[config.mk]
export PLATFORM = sky130hd
export DESIGN_NAME = ltc_lane_counters
export DESIGN_NICKNAME = d
export VERILOG_FILES = /design/src/rtl/ltc_pkg.sv /design/src/rtl/ltc_counter.sv /design/src/rtl/ltc_lane_counters.sv
export SDC_FILE = /design/constraint.sdc
export NUM_CORES = 1
export LEC_CHECK = 0
export BUFFER_PORTS_ARGS = -buffer_cell sky130_fd_sc_hd__buf_4
export CORE_MARGIN = 2
export CORE_UTILIZATION = 30
export DETAILED_ROUTE_END_ITERATION = 7
export PLACE_DENSITY_LB_ADDON = 0.08
export SLEW_MARGIN = 5
export SYNTH_ARGS = -nofsm -noshare
export SYNTH_HDL_FRONTEND = slang
export SYNTH_SLANG_ARGS = --single-unit
[constraint.sdc]
create_clock -name CLK -period 4.8 [get_ports CLK]
set_input_delay 0.48 -clock CLK [delete_from_list [all_inputs] [get_ports CLK]]
set_output_delay 0.48 -clock CLK [all_outputs]
set_load 0.05 [all_outputs]
[src/rtl/ltc_pkg.sv]
// Shared constants and types for the per-lane test and error counter bank
package ltc_pkg;

   // ----------------------------------------------------------------
   // Widths
   // ----------------------------------------------------------------
   localparam int LTC_CNT_W     = 32;   // Every statistics counter
   localparam int LTC_FILL_W    = 10;   // Receive buffer fill level
   localparam int LTC_ADJ_CNT_W = 4;    // Phase adjust step count
   localparam int LTC_DATA_W    = 32;   // Register data word
   localparam int LTC_SEL_W     = 3;    // Register select field of the address
   localparam int LTC_STEP_W    = 2;    // Counter increment per cycle

   // ----------------------------------------------------------------
   // Field positions inside the alignment config word 7
   // ----------------------------------------------------------------
   localparam int LTC_ADJ_CNT_LSB = 0;
   localparam int LTC_ADJ_REQ_BIT = 8;
   localparam int LTC_ADJ_DIR_BIT = 16;

   // ----------------------------------------------------------------
   // Test mode encodings
   // ----------------------------------------------------------------
   localparam logic [2:0] LTC_TM_NORMAL = 3'h0;
   localparam logic [2:0] LTC_TM_COMMA  = 3'h1;   // Continuous comma characters
   localparam logic [2:0] LTC_TM_ILA    = 3'h2;   // Continuous alignment sequences

   // ----------------------------------------------------------------
   // Register selects (low address bits); lane index sits above them
   // ----------------------------------------------------------------
   localparam logic [LTC_SEL_W-1:0] LTC_REG_ALIGN_WORD7 = 3'h0;
   localparam logic [LTC_SEL_W-1:0] LTC_REG_TEST_ERR    = 3'h1;
   localparam logic [LTC_SEL_W-1:0] LTC_REG_LINK_ERR    = 3'h2;
   localparam logic [LTC_SEL_W-1:0] LTC_REG_TEST_SEQ    = 3'h3;
   localparam logic [LTC_SEL_W-1:0] LTC_REG_TEST_MF     = 3'h4;
   localparam logic [LTC_SEL_W-1:0] LTC_REG_FILL_LEVEL  = 3'h5;

   // ----------------------------------------------------------------
   // Types
   // ----------------------------------------------------------------
   // Subclass 2 phase adjust fields of config word 7
   typedef struct packed {
      logic                     phase_adjust_direction;
      logic                     phase_adjust_request_flag;
      logic [LTC_ADJ_CNT_W-1:0] phase_adjust_step_count;
   } ltc_word7_t;

   localparam ltc_word7_t LTC_WORD7_RST = '{1'b0, 1'b0, 4'h0};

   // Per-lane status delivered by the lane receive logic
   typedef struct packed {
      logic                     cfg_valid;        // Word 7 captured from alignment sequence
      ltc_word7_t               cfg_word7;
      logic                     char_valid;       // One received character this cycle
      logic                     char_is_comma;    // Character is K28.5
      logic                     char_unexpected;  // Character differs from expected sequence
      logic                     disparity_err;
      logic                     not_in_table_err;
      logic                     align_seq_done;   // Complete alignment sequence received
      logic                     align_mf_done;    // Alignment multiframe received
      logic [LTC_FILL_W-1:0]    buf_fill;
   } ltc_lane_in_t;

   // Link error enable tracking, one-hot
   typedef enum logic [1:0] {
      LTC_LE_DISABLED = 2'b01,
      LTC_LE_COUNTING = 2'b10
   } ltc_le_state_t;

endpackage : ltc_pkg

[src/rtl/ltc_counter.sv]
// Clearable statistics counter used for every per-lane count
`timescale 1ns/1ns
`default_nettype none

module ltc_counter
#(
   parameter int W = ltc_pkg::LTC_CNT_W
)
(
   input  wire logic                            CLK,
   input  wire logic                            RSTN,
   input  wire logic                            CLR,
   input  wire logic [ltc_pkg::LTC_STEP_W-1:0]  STEP,
   output var  logic [W-1:0]                    COUNT
);
   import ltc_pkg::*;

   logic [W-1:0] count_ff;

   // ----------------------------------------------------------------
   // Count update
   // ----------------------------------------------------------------
   // Clear restarts from this cycle's step, so no event is lost
   always_ff @(posedge CLK)
   begin
      if (!RSTN)
         count_ff <= '0;
      else if (CLR)
         count_ff <= W'(STEP);
      else
         count_ff <= W'(count_ff + W'(STEP));   // Wraps at full scale
   end

   assign COUNT = count_ff;

endmodule // ltc_counter

`default_nettype wire

[src/rtl/ltc_lane_counters.sv]
// Per-lane phase adjust fields, test and link error counters, fill level
`timescale 1ns/1ns
`default_nettype none

// Behaviour
// RX captures 4-bit step count, bits 3:0
// TX sends programmed step count all lanes
// Comma test mode: count non-K28.5 characters
// Alignment test mode: count unexpected characters
// Test errors clear entering active mode, hold leaving
// Count disparity and not-in-table errors when enabled
// Disable then enable clears link error counters
// Alignment test mode: count complete sequences
// Sequence count clears entering mode, kept leaving
// Alignment test mode: count received multiframes
// Multiframe count clears entering mode, kept leaving
// Report 10-bit fill level, upper bits zero
// Application registers all core inputs and outputs
// Direction bit 16, request bit 8, reset zero
// Reads never alter counters
module ltc_lane_counters
#(
   parameter int NUM_LANES = 4,
   parameter bit IS_TX     = 1'b0,
   parameter int LANE_W    = (NUM_LANES > 1) ? $clog2(NUM_LANES) : 1
)
(
   input  wire logic                                  CLK,
   input  wire logic                                  RSTN,
   input  wire logic [2:0]                            TEST_MODE,
   input  wire logic                                  LINK_ERR_EN,
   input  wire ltc_pkg::ltc_lane_in_t                 LANE_IN [NUM_LANES],
   input  wire logic                                  REG_RD,
   input  wire logic                                  REG_WR,
   input  wire logic [LANE_W+ltc_pkg::LTC_SEL_W-1:0]  REG_ADDR,
   input  wire logic [ltc_pkg::LTC_DATA_W-1:0]        REG_WDATA,
   output var  logic [ltc_pkg::LTC_DATA_W-1:0]        REG_RDATA,
   output var  logic                                  REG_RVALID,
   output var  ltc_pkg::ltc_word7_t                   TX_ILA_WORD7
);
   import ltc_pkg::*;

   // ----------------------------------------------------------------
   // Functions
   // ----------------------------------------------------------------
   // True for the two test modes that drive the counters
   function automatic logic is_active_mode(input logic [2:0] mode);
      is_active_mode = (mode == LTC_TM_COMMA) || (mode == LTC_TM_ILA);
   endfunction

   // True only for continuous alignment sequences
   function automatic logic is_align_mode(input logic [2:0] mode);
      is_align_mode = (mode == LTC_TM_ILA);
   endfunction

   // Places the phase adjust fields at their word positions
   function automatic logic [LTC_DATA_W-1:0] pack_word7(input ltc_word7_t w);
      logic [LTC_DATA_W-1:0] d;
      d = '0;
      d[LTC_ADJ_CNT_LSB +: LTC_ADJ_CNT_W] = w.phase_adjust_step_count;
      d[LTC_ADJ_REQ_BIT]                 = w.phase_adjust_request_flag;
      d[LTC_ADJ_DIR_BIT]                 = w.phase_adjust_direction;
      return d;
   endfunction

   // ----------------------------------------------------------------
   // Declarations
   // ----------------------------------------------------------------
   logic [2:0]              test_mode_ff;
   ltc_le_state_t           le_state_ff;
   ltc_le_state_t           nxt_le_state;
   logic                    le_clr;
   logic                    test_err_clr;
   logic                    align_clr;
   ltc_word7_t              rx_word7_ff [NUM_LANES];
   ltc_word7_t              tx_word7_ff;
   logic [LTC_FILL_W-1:0]   fill_ff     [NUM_LANES];
   logic [LTC_CNT_W-1:0]    test_err_cnt [NUM_LANES];
   logic [LTC_CNT_W-1:0]    link_err_cnt [NUM_LANES];
   logic [LTC_CNT_W-1:0]    test_seq_cnt [NUM_LANES];
   logic [LTC_CNT_W-1:0]    test_mf_cnt  [NUM_LANES];
   logic [LTC_SEL_W-1:0]    rd_sel;
   logic [LANE_W-1:0]       rd_lane;
   logic [LTC_DATA_W-1:0]   nxt_rdata;
   logic [LTC_DATA_W-1:0]   rdata_ff;
   logic                    rvalid_ff;

   assign rd_sel  = REG_ADDR[LTC_SEL_W-1:0];
   assign rd_lane = REG_ADDR[LANE_W+LTC_SEL_W-1:LTC_SEL_W];

   // ----------------------------------------------------------------
   // Test mode transition detection
   // ----------------------------------------------------------------
   // Previous mode, so a change can be seen
   always_ff @(posedge CLK)
   begin
      if (!RSTN)
         test_mode_ff <= LTC_TM_NORMAL;
      else
         test_mode_ff <= TEST_MODE;
   end

   // Leaving a mode clears nothing, so counts stay readable
   // A direct switch between the two active modes also clears errors
   assign test_err_clr = is_active_mode(TEST_MODE) && (TEST_MODE != test_mode_ff);
   assign align_clr    = is_align_mode(TEST_MODE) && !is_align_mode(test_mode_ff);

   // ----------------------------------------------------------------
   // Link error enable tracking
   // ----------------------------------------------------------------
   // Next state and clear pulse on re-enable
   // Enable already high at reset release also counts as re-enable
   always_comb
   begin
      nxt_le_state = le_state_ff;
      le_clr       = 1'b0;
      unique case (le_state_ff)
         LTC_LE_DISABLED:
         begin
            if (LINK_ERR_EN)
            begin
               nxt_le_state = LTC_LE_COUNTING;
               le_clr       = 1'b1;
            end
         end
         LTC_LE_COUNTING:
         begin
            if (!LINK_ERR_EN)
               nxt_le_state = LTC_LE_DISABLED;
         end
         default:
         begin
            nxt_le_state = LTC_LE_DISABLED;
         end
      endcase
   end

   // State register
   always_ff @(posedge CLK)
   begin
      if (!RSTN)
         le_state_ff <= LTC_LE_DISABLED;
      else
         le_state_ff <= nxt_le_state;
   end

   // ----------------------------------------------------------------
   // Per-lane capture and counters
   // ----------------------------------------------------------------
   for (genvar g = 0; g < NUM_LANES; g++)
   begin : g_lane
      logic [LTC_STEP_W-1:0] test_err_step;
      logic [LTC_STEP_W-1:0] link_err_step;
      logic [LTC_STEP_W-1:0] seq_step;
      logic [LTC_STEP_W-1:0] mf_step;
      logic                  comma_miss;
      logic                  align_miss;

      // Test mode character checks
      // Each check feeds the test error counter only in its own mode
      assign comma_miss = (TEST_MODE == LTC_TM_COMMA) && LANE_IN[g].char_valid
                          && !LANE_IN[g].char_is_comma;
      assign align_miss = is_align_mode(TEST_MODE) && LANE_IN[g].char_valid
                          && LANE_IN[g].char_unexpected;

      // Increments; two link errors in one cycle both count
      assign test_err_step = {1'b0, comma_miss | align_miss};
      assign link_err_step = LINK_ERR_EN ? (LTC_STEP_W'(LANE_IN[g].disparity_err)
                                            + LTC_STEP_W'(LANE_IN[g].not_in_table_err))
                                         : '0;
      assign seq_step = {1'b0, is_align_mode(TEST_MODE) && LANE_IN[g].align_seq_done};
      assign mf_step  = {1'b0, is_align_mode(TEST_MODE) && LANE_IN[g].align_mf_done};

      // Captured config word 7 in receive configuration
      // Transmit builds never capture, so the array stays at reset
      always_ff @(posedge CLK)
      begin
         if (!RSTN)
            rx_word7_ff[g] <= LTC_WORD7_RST;
         else if (!IS_TX && LANE_IN[g].cfg_valid)
            rx_word7_ff[g] <= LANE_IN[g].cfg_word7;
      end

      // Fill level sampled every cycle
      // One-cycle copy keeps the read mux off the lane logic
      always_ff @(posedge CLK)
      begin
         if (!RSTN)
            fill_ff[g] <= '0;
         else
            fill_ff[g] <= LANE_IN[g].buf_fill;
      end

      // Test mode error counter
      ltc_counter #(.W(LTC_CNT_W)) u_test_err
      (
         .CLK   (CLK),
         .RSTN  (RSTN),
         .CLR   (test_err_clr),
         .STEP  (test_err_step),
         .COUNT (test_err_cnt[g])
      );

      // Link error counter
      ltc_counter #(.W(LTC_CNT_W)) u_link_err
      (
         .CLK   (CLK),
         .RSTN  (RSTN),
         .CLR   (le_clr),
         .STEP  (link_err_step),
         .COUNT (link_err_cnt[g])
      );

      // Alignment sequence counter
      ltc_counter #(.W(LTC_CNT_W)) u_test_seq
      (
         .CLK   (CLK),
         .RSTN  (RSTN),
         .CLR   (align_clr),
         .STEP  (seq_step),
         .COUNT (test_seq_cnt[g])
      );

      // Alignment multiframe counter
      ltc_counter #(.W(LTC_CNT_W)) u_test_mf
      (
         .CLK   (CLK),
         .RSTN  (RSTN),
         .CLR   (align_clr),
         .STEP  (mf_step),
         .COUNT (test_mf_cnt[g])
      );
   end

   // ----------------------------------------------------------------
   // Transmit config word 7
   // ----------------------------------------------------------------
   // One programmed value serves every lane
   // Receive builds ignore the write; the word stays at reset
   always_ff @(posedge CLK)
   begin
      if (!RSTN)
         tx_word7_ff <= LTC_WORD7_RST;
      else if (IS_TX && REG_WR && (rd_sel == LTC_REG_ALIGN_WORD7))
      begin
         tx_word7_ff.phase_adjust_step_count   <=
            REG_WDATA[LTC_ADJ_CNT_LSB +: LTC_ADJ_CNT_W];
         tx_word7_ff.phase_adjust_request_flag <= REG_WDATA[LTC_ADJ_REQ_BIT];
         tx_word7_ff.phase_adjust_direction    <= REG_WDATA[LTC_ADJ_DIR_BIT];
      end
   end

   assign TX_ILA_WORD7 = tx_word7_ff;

   // ----------------------------------------------------------------
   // Register read
   // ----------------------------------------------------------------
   // Pure selection, no side effect on any counter
   // A lane index past NUM_LANES reads zero rather than a stray lane
   always_comb
   begin
      nxt_rdata = '0;
      if (32'(rd_lane) < NUM_LANES)
      begin
         unique case (rd_sel)
            LTC_REG_ALIGN_WORD7: nxt_rdata = IS_TX ? pack_word7(tx_word7_ff)
                                                   : pack_word7(rx_word7_ff[rd_lane]);
            LTC_REG_TEST_ERR:    nxt_rdata = test_err_cnt[rd_lane];
            LTC_REG_LINK_ERR:    nxt_rdata = link_err_cnt[rd_lane];
            LTC_REG_TEST_SEQ:    nxt_rdata = test_seq_cnt[rd_lane];
            LTC_REG_TEST_MF:     nxt_rdata = test_mf_cnt[rd_lane];
            LTC_REG_FILL_LEVEL:  nxt_rdata = {{(LTC_DATA_W-LTC_FILL_W){1'b0}},
                                              fill_ff[rd_lane]};
            default:             nxt_rdata = '0;   // Unmapped select reads zero
         endcase
      end
   end

   // Read data and its one-cycle valid
   // Data holds between reads so software may sample it late
   always_ff @(posedge CLK)
   begin
      if (!RSTN)
      begin
         rdata_ff  <= '0;
         rvalid_ff <= 1'b0;
      end
      else
      begin
         rvalid_ff <= REG_RD;
         if (REG_RD)
            rdata_ff <= nxt_rdata;
      end
   end

   assign REG_RDATA  = rdata_ff;
   assign REG_RVALID = rvalid_ff;

endmodule // ltc_lane_counters

`default_nettype wire

# Word-level counts from Yosys, hierarchy flattened
# Memories as Yosys holds them, arrays and structs flattened.
# Index checks and enable logic that the tools add are counted.
[word_totals]
reg_bits = 550
ram_bits = 64
input_bits = 141
out_inout_bits = 39
elab_cells = 183
memories = 2
[op_classes]
n_addsub = 20
order_cmp = 1
eq_ne = 13
muxes = 60
n_bitwise = 14
reduce_logical = 37
[memory_table]
columns = ["name", "words", "width", "read_ports", "rd_clocked_by_memory_dff", "wr", "line", "text"]
rows = [
  ["fill_ff", 4, 10, 1, 0, 4, "ltc_lane_counters.sv:77", "logic [LTC_FILL_W-1:0] fill_ff [NUM_LANES];"],
  ["rx_word7_ff", 4, 6, 1, 0, 4, "ltc_lane_counters.sv:75", "ltc_word7_t rx_word7_ff [NUM_LANES];"],
]
[op_table]
columns = ["op", "n"]
rows = [
  ["$add 32x1->32", 12],
  ["$bmux 32 s2", 4],
  ["$mux 32", 8],
  ["$pmux 32 s6", 1],
  ["$add 32x2->32", 4],
  ["$mux 10", 4],
  ["$mux 1", 28],
  ["$logic_and 1x1->1", 26],
  ["$mux 6", 4],
  ["$mux 2", 10],
  ["$eq 3x2->1 const B", 4],
  ["$or 1x1->1", 12],
  ["$add 1x1->2", 4],
  ["$eq 3x1->1 const B", 2],
  ["$eq 3x3->1 const B", 2],
  ["$reduce_or 2->1", 3],
  ["$logic_not 1->1", 5],
  ["$ne 2x2->1 const B", 2],
  ["$pmux 2 s2", 1],
  ["$ge 3x3->1 const B", 1],
  ["$logic_not 3->1", 1],
  ["$ne 3x3->1", 1],
  ["$not 2->3", 1],
  ["$eq 2x1->1 const B", 1],
  ["other kinds (4)", 4],
]

# Logic depth before layout (Yosys ltp)
# Gate-level depths: netlist of the first run.
[logic_depth]
word_depth = 6
mapped_depth = 11
ltp_nobuf = 10

# Hierarchy
# Synthesis of the first run repeated with hierarchy kept, for this count alone.
[unflattened]
hier_cells = 3679
area_unflattened_um2 = 33487.1
[by_module_without_submodules]
columns = ["mod", "instances", "cells_per_inst", "area_each_um2", "seq_area_each_um2"]
rows = [
  ["ltc_counter at g_lane[0].u_link_err ...", 15, 183, 1587.8, 640.6],
  ["ltc_lane_counters", 1, 750, 8079.0, 2282.2],
  ["ltc_counter at g_lane[3].u_test_seq", 1, 184, 1591.5, 640.6],
]

# Worst setup path before layout of the first run
# OpenSTA, ideal clock, no wires.
[synth_path]
path_kind = "input to register"
start = "input port TEST_MODE[1]"
end = "register g_lane[3].u_test_err.count_ff[26]"
setup_time_ps = 128
t_arrival_ps = 2685
t_required_ps = 4672
path_slack_ps = 1987
stages = 10
path_buffers = 0
path_cell_list = "nand2b_1 a2bb2oi_1 nor3b_1 ha_1 ha_1 nand3_1 nor4_1 nand4_1 xor2_1 nor2_1"
[synth_between]
elab_chain_cells = 5
word_cells_on_any_way = 12
cone_classes = "add/sub: 1; eq/ne: 3; bitwise: 1; reduce/logical: 7"
[synth_rtl]
columns = ["item", "line", "text"]
rows = [
  ["start: declaration", "ltc_lane_counters.sv:30", "input wire logic [2:0] TEST_MODE,"],
  ["$eq 3x1->1 or $eq 3x2->1 (tied branches)", "ltc_lane_counters.sv:48, ltc_lane_counters.sv:161, ltc_lane_counters.sv:53", ""],
  ["$logic_and 1x1->1, on equally long branches", "ltc_lane_counters.sv:161, ltc_lane_counters.sv:163", ""],
  ["$logic_and 1x1->1, on equally long branches", "ltc_lane_counters.sv:162, ltc_lane_counters.sv:164", ""],
  ["$or 1x1->1", "ltc_lane_counters.sv:167", "assign test_err_step = {1'b0, comma_miss | align_miss};"],
  ["$add 32x1->32", "ltc_counter.sv:31", "count_ff <= W'(count_ff + W'(STEP));"],
  ["end signal: assignment", "ltc_counter.sv:29", "count_ff <= W'(STEP);"],
  ["end signal: assignment", "ltc_counter.sv:31", ""],
  ["end: declaration", "ltc_counter.sv:18", "logic [W-1:0] count_ff;"],
]
# Several ways; a longest one is shown, not always the timed one.
# A chain may end at the register's enable or synchronous reset.

# Final worst setup path of the first run
[layout_path]
start = "input port LANE_IN[12] in the netlist's numbering"
end = "register g_lane[3].u_link_err.count_ff[30]"
[layout_between]
elab_chain_cells = 3
[layout_rtl]
columns = ["item", "line", "text"]
rows = [
  ["start: declaration", "ltc_lane_counters.sv:32", "input wire ltc_pkg::ltc_lane_in_t LANE_IN [NUM_LANES],"],
  ["$add 1x1->2", "ltc_lane_counters.sv:169", "+ LTC_STEP_W'(LANE_IN[g].not_in_table_err))"],
  ["$mux 2", "ltc_lane_counters.sv:168", "assign link_err_step = LINK_ERR_EN ? (LTC_STEP_W'(LANE_IN[g].disparity_err)"],
  ["$add 32x2->32", "ltc_counter.sv:31", ""],
  ["end signal: assignment", "ltc_counter.sv:29", ""],
  ["end signal: assignment", "ltc_counter.sv:31", ""],
  ["end: declaration", "ltc_counter.sv:18", ""],
]
# No other way between the ends.

==> results of run 1 <==
[critical path, cell delays in order]
cell and delay, ns:
buf_4 0.11, ha_1 0.31, and2_1 0.13, ha_1 0.16, inv_1 0.06, fa_1 0.40, nor2b_1 0.35, nand3_1 0.58
nor4_1 0.53, xnor2_1 0.17, nor2_1 0.05
[cell usage in the layout (no fill, tap or decap), types with 79 or more instances in the layout]
cell     instances
nand2_1        165
xnor2_1        229
mux2i_1        102
dfxtp_1        590
and3_1          85
buf_4          172
xor2_1         209
nand4_1        121
nor4_1          79
mux4_2         100
nand3_1        179
nor2_1         520
nor3_1          85
[cell families after synthesis]
kind of cell | count (synthesis) | share of synthesized area (%)
AOI/OAI and AO/OA | 246 | 4.986
xor gates and xnor gates | 438 | 12.66
adders and majority gates | 40 | 1.751
buffers and inverters | 249 | 3.346
DFF | 614 | 41.37
muxes | 202 | 10.81
other | 1 | 0.01238
and+or+nand+nor | 1494 | 25.06
[sequential cells by signal (all words and copies together) (netlist names)]
signal and flops:
g_lane.u_test_err.COUNT 128, fill_ff 40, le_state_ff 2, g_lane.u_test_mf.COUNT 128, test_mode_ff 3, g_lane.u_link_err.COUNT 128
g_lane.u_test_seq.COUNT 128, REG_RVALID 1, rx_word7_ff 24, REG_RDATA 32
[cell type report]
type | instances | area share (%)
Tap cell | 1298 | 4.615
Multi-Input combinational cell | 2426 | 47.74
Sequential cell | 614 | 35.61
Antenna cell | 1 | 0.007111
Clock buffer | 112 | 6.357
Clock inverter | 26 | 0.8497
Timing Repair Buffer | 179 | 4.028
Inverter | 74 | 0.7893
[routing by layer]
layer,vias to the layer above,share of wire (%)
li1,11781,-
met1,11958,48
met2,533,44
met3,139,4.5
met4,2,3.4
met5,-,0.014
[power groups by stage]
stage / Combinational, mW / Clock [mW] / Sequential, mW
4_1_cts: 0.632 / 6.01 / 5.23
5_1_grt: 0.672 / 6.20 / 5.23
3_5_place_dp: 0.630 / 0 / 5.34
2_1_floorplan: 0.354 / 0 / 5.36
3_3_place_gp: 0.620 / 0 / 5.34
6_report: 0.619 / 5.83 / 5.23
[cells in the mapped netlist, drive strengths merged (2+ instances only)]
cell | instances | area share [%]
buf | 55 | 0.94
xnor2 | 229 | 6.6
or4 | 5 | 0.12
xor2 | 209 | 6.0
nor2b | 34 | 0.70
a2bb2oi | 4 | 0.12
inv | 74 | 0.92
or3 | 39 | 0.81
a22o | 4 | 0.12
nor3b | 13 | 0.34
nand2 | 167 | 2.1
a21o | 2 | 0.050
nand2b | 10 | 0.21
o21ai | 70 | 1.2
nor4 | 89 | 2.1
o211a | 4 | 0.13
nand4b | 2 | 0.058
a22oi | 36 | 0.89
a211oi | 5 | 0.12
or2 | 5 | 0.10
a31oi | 30 | 0.62
and2 | 65 | 1.3
nor2 | 523 | 6.5
clkbuf | 120 | 1.5
ha | 36 | 1.5
nand4 | 122 | 2.5
mux4 | 100 | 7.4
and4 | 61 | 1.8
a21oi | 44 | 0.73
edfxtp | 24 | 2.4
nand3b | 4 | 0.099
nor3 | 87 | 1.5
o31ai | 2 | 0.066
a21boi | 12 | 0.30
fa | 4 | 0.26
mux2i | 102 | 3.4
o22ai | 32 | 0.66
dfxtp | 590 | 39
nand3 | 179 | 3.0
and3 | 85 | 1.8
[worst paths after layout]
kind / startpoint / endpoint / slack [ns] / cells after the start
setup / recovery: LANE_IN[12] / g_lane[3].u_link_err.COUNT[30] / 1.97 / 11
hold / removal: LANE_IN[56] / fill_ff[1][8] / 0.05 / 2
setup reg to reg: g_lane[3].u_link_err.COUNT[0] / g_lane[3].u_link_err.COUNT[30] / 2.02 / 8
hold reg to reg: g_lane[3].u_test_seq.COUNT[31] / g_lane[3].u_test_seq.COUNT[31] / 0.49 / 2
==> results by group, run 1 <==
Status
  • Status: complete, no violations

Timing
  • RSZ-0062 raised after global routing: no
  • Max Clk Rate: 353.4 MHz
  • Final Slew Violations: 0
  • Hold Vio Cnt, Final: 0
  • Hold WS: 0.05293 ns
  • Setup TNS: 0 ns
  • Worst clock skew: 0.02614 ns
  • Fin crit period: 2.830 ns
  • Least-Margin Pin Slew: 1.174 ns
  • Worst slew margin: 21.71%
  • Final setup vio count: 0
  • Final worst setup slack: just under 2 ns
  • Period utilization: 58.95%

Power
  • Switch Pwr: between 2 and 3 mW
  • Leak pwr: 12.02 nW
  • P_int: 8.918 mW
  • Sequential share of power: 44.8%
  • Comb power frac: 5.3%
  • Net Sw Frac: around a quarter
  • VDD IR max: about 0.23 mV
  • Clk pwr share: 49.9%
  • P per Cell Area: 331.7 nW/um2
  • Pwr Total: about 12 mW

CTS
  • Clk buf depth: 3
  • H-tree depth: 3
  • Hold_buf cts: 0
  • Postcts setup bufs: 0
  • Clock transition at path regs: 0.06 ns
  • Total CTS buffers: 76
  • Clk Latency, worst-skew pair: 0.63 ns
  • Post-cts resize count: 0
  • Clock sink count: 614
  • CTS Root Cell: clkbuf_16
  • TritonCTS clock tree: done

Die
  • Die Span Y: around 320 um
  • Die area: around 100000 um2
  • IO Count: 180
  • Site row count: around 120
  • Die X: 321.8 um
  • Core area: 100100 um2
  • Initial Util: between 30% and 40%

Route
  • Post-Route WL: between 90 and 100 mm
  • DRT antenna net count: 0
  • Iteration-0 DRC Markers: roughly 1.7k
  • # DRC: 0
  • WL per Instance: 20.10 um
  • Via count: 24.41k
  • Pre-Repair DR Iteration Count: 5
  • Via density: 5.161

Critical path
  • WS Path Type: primary input to flip-flop
  • CP Data Required Time: 5.30 ns
  • Largest fanout on the critical path: 12
  • Critical Path Sink Type: flip-flop
  • CP startpoint kind: primary input
  • Critical Path AT: 3.33 ns

Global route
  • Global route hottest layer: met2
  • First-pass GRT wire length: 145.3 mm
  • Met1 global-route usage: 25.89%
  • M3 GR Usage: between 2 and 3%
  • GRT overflow: 0
  • GR met2 Demand/Resource: between 20 and 30%
  • Total track usage: 18.22%
  • Initial antenna violation count: 2
  • Largest net degree at the start of global routing: a little over 80
  • Vias in the first global route: around 24k

Place
  • DP HPWL: roughly 71 mm
  • Port Buffers: 140
  • Area post-placement: 32650 um2
  • Inst Count DP: 4591
  • Gpl congestion: 0.8040
  • Post-place setup slack: 1.350 ns

Worst hold path
  • Hold WC Path Type: primary input to flip-flop

Synth
  • Synth unique cells: 58
  • FF+latch count, synth: 614
  • Sequential share of the synthesized area: 41.37%
  • Synth Warn #: 0
  • Synth Flop Type: dfxtp_1
  • Cells after synthesis: about 3.3k
  • Mapped Area: 30290 um2
  • Post-synthesis async set-or-reset flop share: 0%
  • Syn avg cell area: a little over 9 um2
  • EDFF count, synth: 24

Final layout
  • Final core utilization: 35.14%
  • Area grow syn2layout: 16.18%
  • Nets: 3552
  • Sequential Area: 12530 um2
  • Fin cells: 4730
  • Post-route cell area: 35190 um2
  • Layout cells sized above 1: 12.53%
  • Multi-input combinational cell area: 16800 um2
  • Fillers: 10.24k

Job
  • # Max-Cap Violations: 0
No activity file was read; power rests on OpenSTA's default activity.
==> run 2, diff against run 1 <==
- ABC_AREA: unset -> 1
- clock period: 4.8 -> 2.7 ns (I/O delays scaled with it)
==> results by group, run 2 <==
Route
  • Via count: 37.02k (+52%)
  • Iteration-0 DRC Markers: 2774 (+59%)
  • Via density: 4.883 (-5.4%)
  • WL per Instance: 19.09 um (-5.0%)
  • Met3 wire length: 6.939 mm (+64%)
  • DRT antenna net count: 0 (unchanged)
  • Routed length on met2: 65.50 mm (+56%)
  • Highest routed metal layer: met5
  • Wl on met1: 69.11 mm (+52%)
  • Post-Route WL: 144.7 mm (+52%)
  • # DRC: 0 (unchanged)
  • Pre-Repair DR Iteration Count: 7 (+2)

Final layout
  • Nets: 6167 (+74%)
  • Final core utilization: 36.51% (+1.4 points)
  • Layout cells sized above 1: 10.34% (-2.2 points)
  • Commonest non-fill, non-tap cell in the layout: nand2_1
  • Area grow syn2layout: 20.56%
  • Leading cell types in the layout, fill and taps excluded: 1543 x nand2_1, 678 x nor2_1, 661 x inv_1, 590 x dfxtp_1, 503 x a21oi_1

Synth
  • Synth Warn #: 0 (unchanged)
  • Sequential share of the synthesized area: 35.05% (-6.3 points)
  • Mapped Area: 35760 um2 (+18%)
  • Cells after synthesis: 5675 (+73%)
  • Top-count cell post-synth: nand2_1
  • Synth area leader: dfxtp_1
  • Post-synthesis async set-or-reset flop share: 0% (unchanged)
  • FF+latch count, synth: 614 (unchanged)
  • Top post-synthesis cells by area: dfxtp_1 33%, nand2_1 16%, nor2_1 7.1%
  • Synth unique cells: 49 (-16%)
  • Synth Flop Type: dfxtp_1
  • EDFF count, synth: 24 (unchanged)
  • Syn avg cell area: 6.301 um2 (-32%)
  • Top cells by count, synth: 1544 x nand2_1, 679 x nor2_1, 661 x inv_1, 590 x dfxtp_1, 503 x a21oi_1
  • Post-synth top area share: 33.03% (-6.0 points)

Critical path
  • WS Path Type: primary input to flip-flop
  • Crit-path leading delay family: buffers and inverters
  • Critical Path Sink Type: flip-flop
  • CP Buf/Inv Count: 6 (+4)
  • Critical Path AT: 2.99 ns (-0.34 ns)
  • Crit path top cell by count: nand2_1
  • CP Data Required Time: 3.23 ns (-2.07 ns)
  • Slowest stage delay, CP: 0.53 ns (-0.05 ns)
  • Largest fanout on the critical path: 10 (-2)
  • CP startpoint kind: primary input
  • CP max stage cell: dlygate4sd3_1
  • Worst path cell trace: dlygate4sd3_1, buf_4, inv_2, nand3_2, buf_4, nor2_1, ha_1, ha_1, nand2_1, nor2_1, inv_1, nor2_1, nand2_1, inv_1, nand2_1, nand2_1, a21oi_1

Power
  • P per Cell Area: 529.6 nW/um2 (+60%)
  • Leak pwr: 15.58 nW (+30%)
  • VDD IR max: 0.4542 mV (+98%)

Timing
  • Period utilization: around 90%
  • Worst slew margin: 38.51% (+17 points)
  • Setup TNS: 0 ns (unchanged)
  • Fin crit period: about 2.5 ns
  • Least-Margin Pin Slew: 0.9214 ns (-0.2529 ns)
  • Final Slew Violations: 0 (unchanged)
  • Max Clk Rate: just over 400 MHz
  • Final setup vio count: 0 (unchanged)
  • Worst clock skew: 0.03281 ns (+0.006667 ns)
  • RSZ-0062 raised after global routing: no
  • Hold Vio Cnt, Final: 0 (unchanged)

Die
  • Die area: 122000 um2 (+18%)
  • Site row count: 126 (+8.6%)
  • Initial Util: 30.28% (+0.034 points)
  • Die X: 349.2 um (+8.5%)
  • IO Count: 180 (unchanged)
  • Core area: 118100 um2 (+18%)
  • Die Span Y: 349.2 um (+8.5%)

Place
  • DP HPWL: 113.4 mm (+59%)
  • Gpl congestion: 0.9046 (+13%)
  • Port Buffers: 140 (unchanged)

CTS
  • H-tree depth: 3 (unchanged)
  • Postcts setup bufs: 0 (unchanged)
  • Clock transition at path regs: 0.06 ns (about the same)
  • Clock sink count: 614 (unchanged)
  • CTS Root Cell: clkbuf_16
  • Clk buf depth: 3 (unchanged)
  • Total CTS buffers: 83 (+9.2%)
  • Clk Latency, worst-skew pair: 0.68 ns (+0.05 ns)
  • TritonCTS clock tree: done

Global route
  • First-pass GRT wire length: 218.4 mm (+50%)
  • Total track usage: 23.38% (+5.2 points)
  • Largest net degree at the start of global routing: 75 (-9.6%)
  • GRT overflow: 0 (unchanged)
  • Vias in the first global route: 35.80k (+52%)
  • Initial antenna violation count: 6 (+4)

Job
  • # Max-Cap Violations: 0 (unchanged)

Status
  • Status: complete, no violations

Worst hold path
  • Hold WC Path Type: primary input to flip-flop
==> run 2: cell count changes after synthesis, sizes merged, moves of 146 or more <==
cell	change
a21oi	+484
inv	+655
nand2	+1384
nor2	+189
nor3	+146
o21ai	+274
xnor2	-211
xor2	-161
==> run 2: metrics by stage <==
stage / total power [mW] / hold WS (ns) / setup WS (ns) / area, um2 / std cells
3_3_place_gp: 11.44 / 0.4474 / -0.04083 / 39510 / 7353
4_1_cts: 23.12 / 0.006491 / 0.2094 / 43100 / 7579
5_1_grt: 23.62 / 0.06826 / 0.005100 / 43110 / 7580
2_1_floorplan: 10.58 / 0.3635 / 0.4177 / 35770 / 5680
6_report: 22.83 / 0.02392 / 0.2342 / 43110 / 7581
3_5_place_dp: 11.43 / 0.4509 / -0.02057 / 39510 / 7353
==> run 2: cell families (layout without fill, tap and decap cells) <==
group | count (synthesis) | in the layout | share of synthesized area [%]
buf+inv | 917 | 1280 | 10.38
xor+xnor | 66 | 66 | 1.617
flops | 614 | 614 | 35.05
simple gates | 3069 | 3069 | 37.03
compound gates | 968 | 968 | 14.43
other cells | 1 | 8 | 0.01049
fa+ha+maj | 40 | 40 | 1.484
==> run 2: worst register-to-register path: cells and delay by family, from the launching register on <==
kind	cells	cell delay, ns
adder cells (fa/ha/maj)	2	0.65
AND/OR/NAND/NOR	7	0.56
buffers and inverters	6	0.53
flip-flops	1	0.33
==> run 2: final cells by class <==
cell class | count | area [um2]
inverter | 730 | 2750
sequential | 614 | 12530
clock buffer | 122 | 2436
fill | 12987 | 74970
multi-input combinational | 4149 | 19570
clock inverter | 20 | 312.8
timing repair buffer | 408 | 3585
tap | 1536 | 1922
antenna | 2 | 5.005
==> run 2: timing repair <==
action / in CTS / in global routing
hold endpoints to repair: 96 / 0
hold buffers: 84 / 0
resized for setup: 0 / 3
endpoints found under the setup margin: 0 / 5
==> run 2: per-layer routing <==
layer	global-route usage, %	vias up
met3	3.412	153
met1	31.99	17114
met2	38.39	759
met4	5.876	10
met5	0	-
li1	-	18980
==> run 2: final timing paths <==
| kind | depth (start not counted) | slack, ns | startpoint | to |
|---|---|---|---|---|
| worst max-delay path | 17 | 0.23 | TEST_MODE[2] | g_lane[3].u_test_seq.COUNT[24] |
| worst min-delay path | 3 | 0.02 | RSTN | fill_ff[1][7] |
| worst max register to register | 15 | 0.51 | g_lane[0].u_link_err.COUNT[0] | g_lane[0].u_link_err.COUNT[20] |
| worst min register to register | 2 | 0.46 | g_lane[1].u_link_err.COUNT[31] | g_lane[1].u_link_err.COUNT[31] |
==> run 2: power breakdown <==
| group | leakage, nW | switching [mW] | total, mW | internal [mW] |
|---|---|---|---|---|
| clock | 1.35 | 4.55 | 11.5 | 6.96 |
| combinational | 9.20 | 1.36 | 2.00 | 0.644 |
| sequential | 5.03 | 0.0681 | 9.32 | 9.25 |
| total | 15.6 | 5.98 | 22.8 | 16.9 |
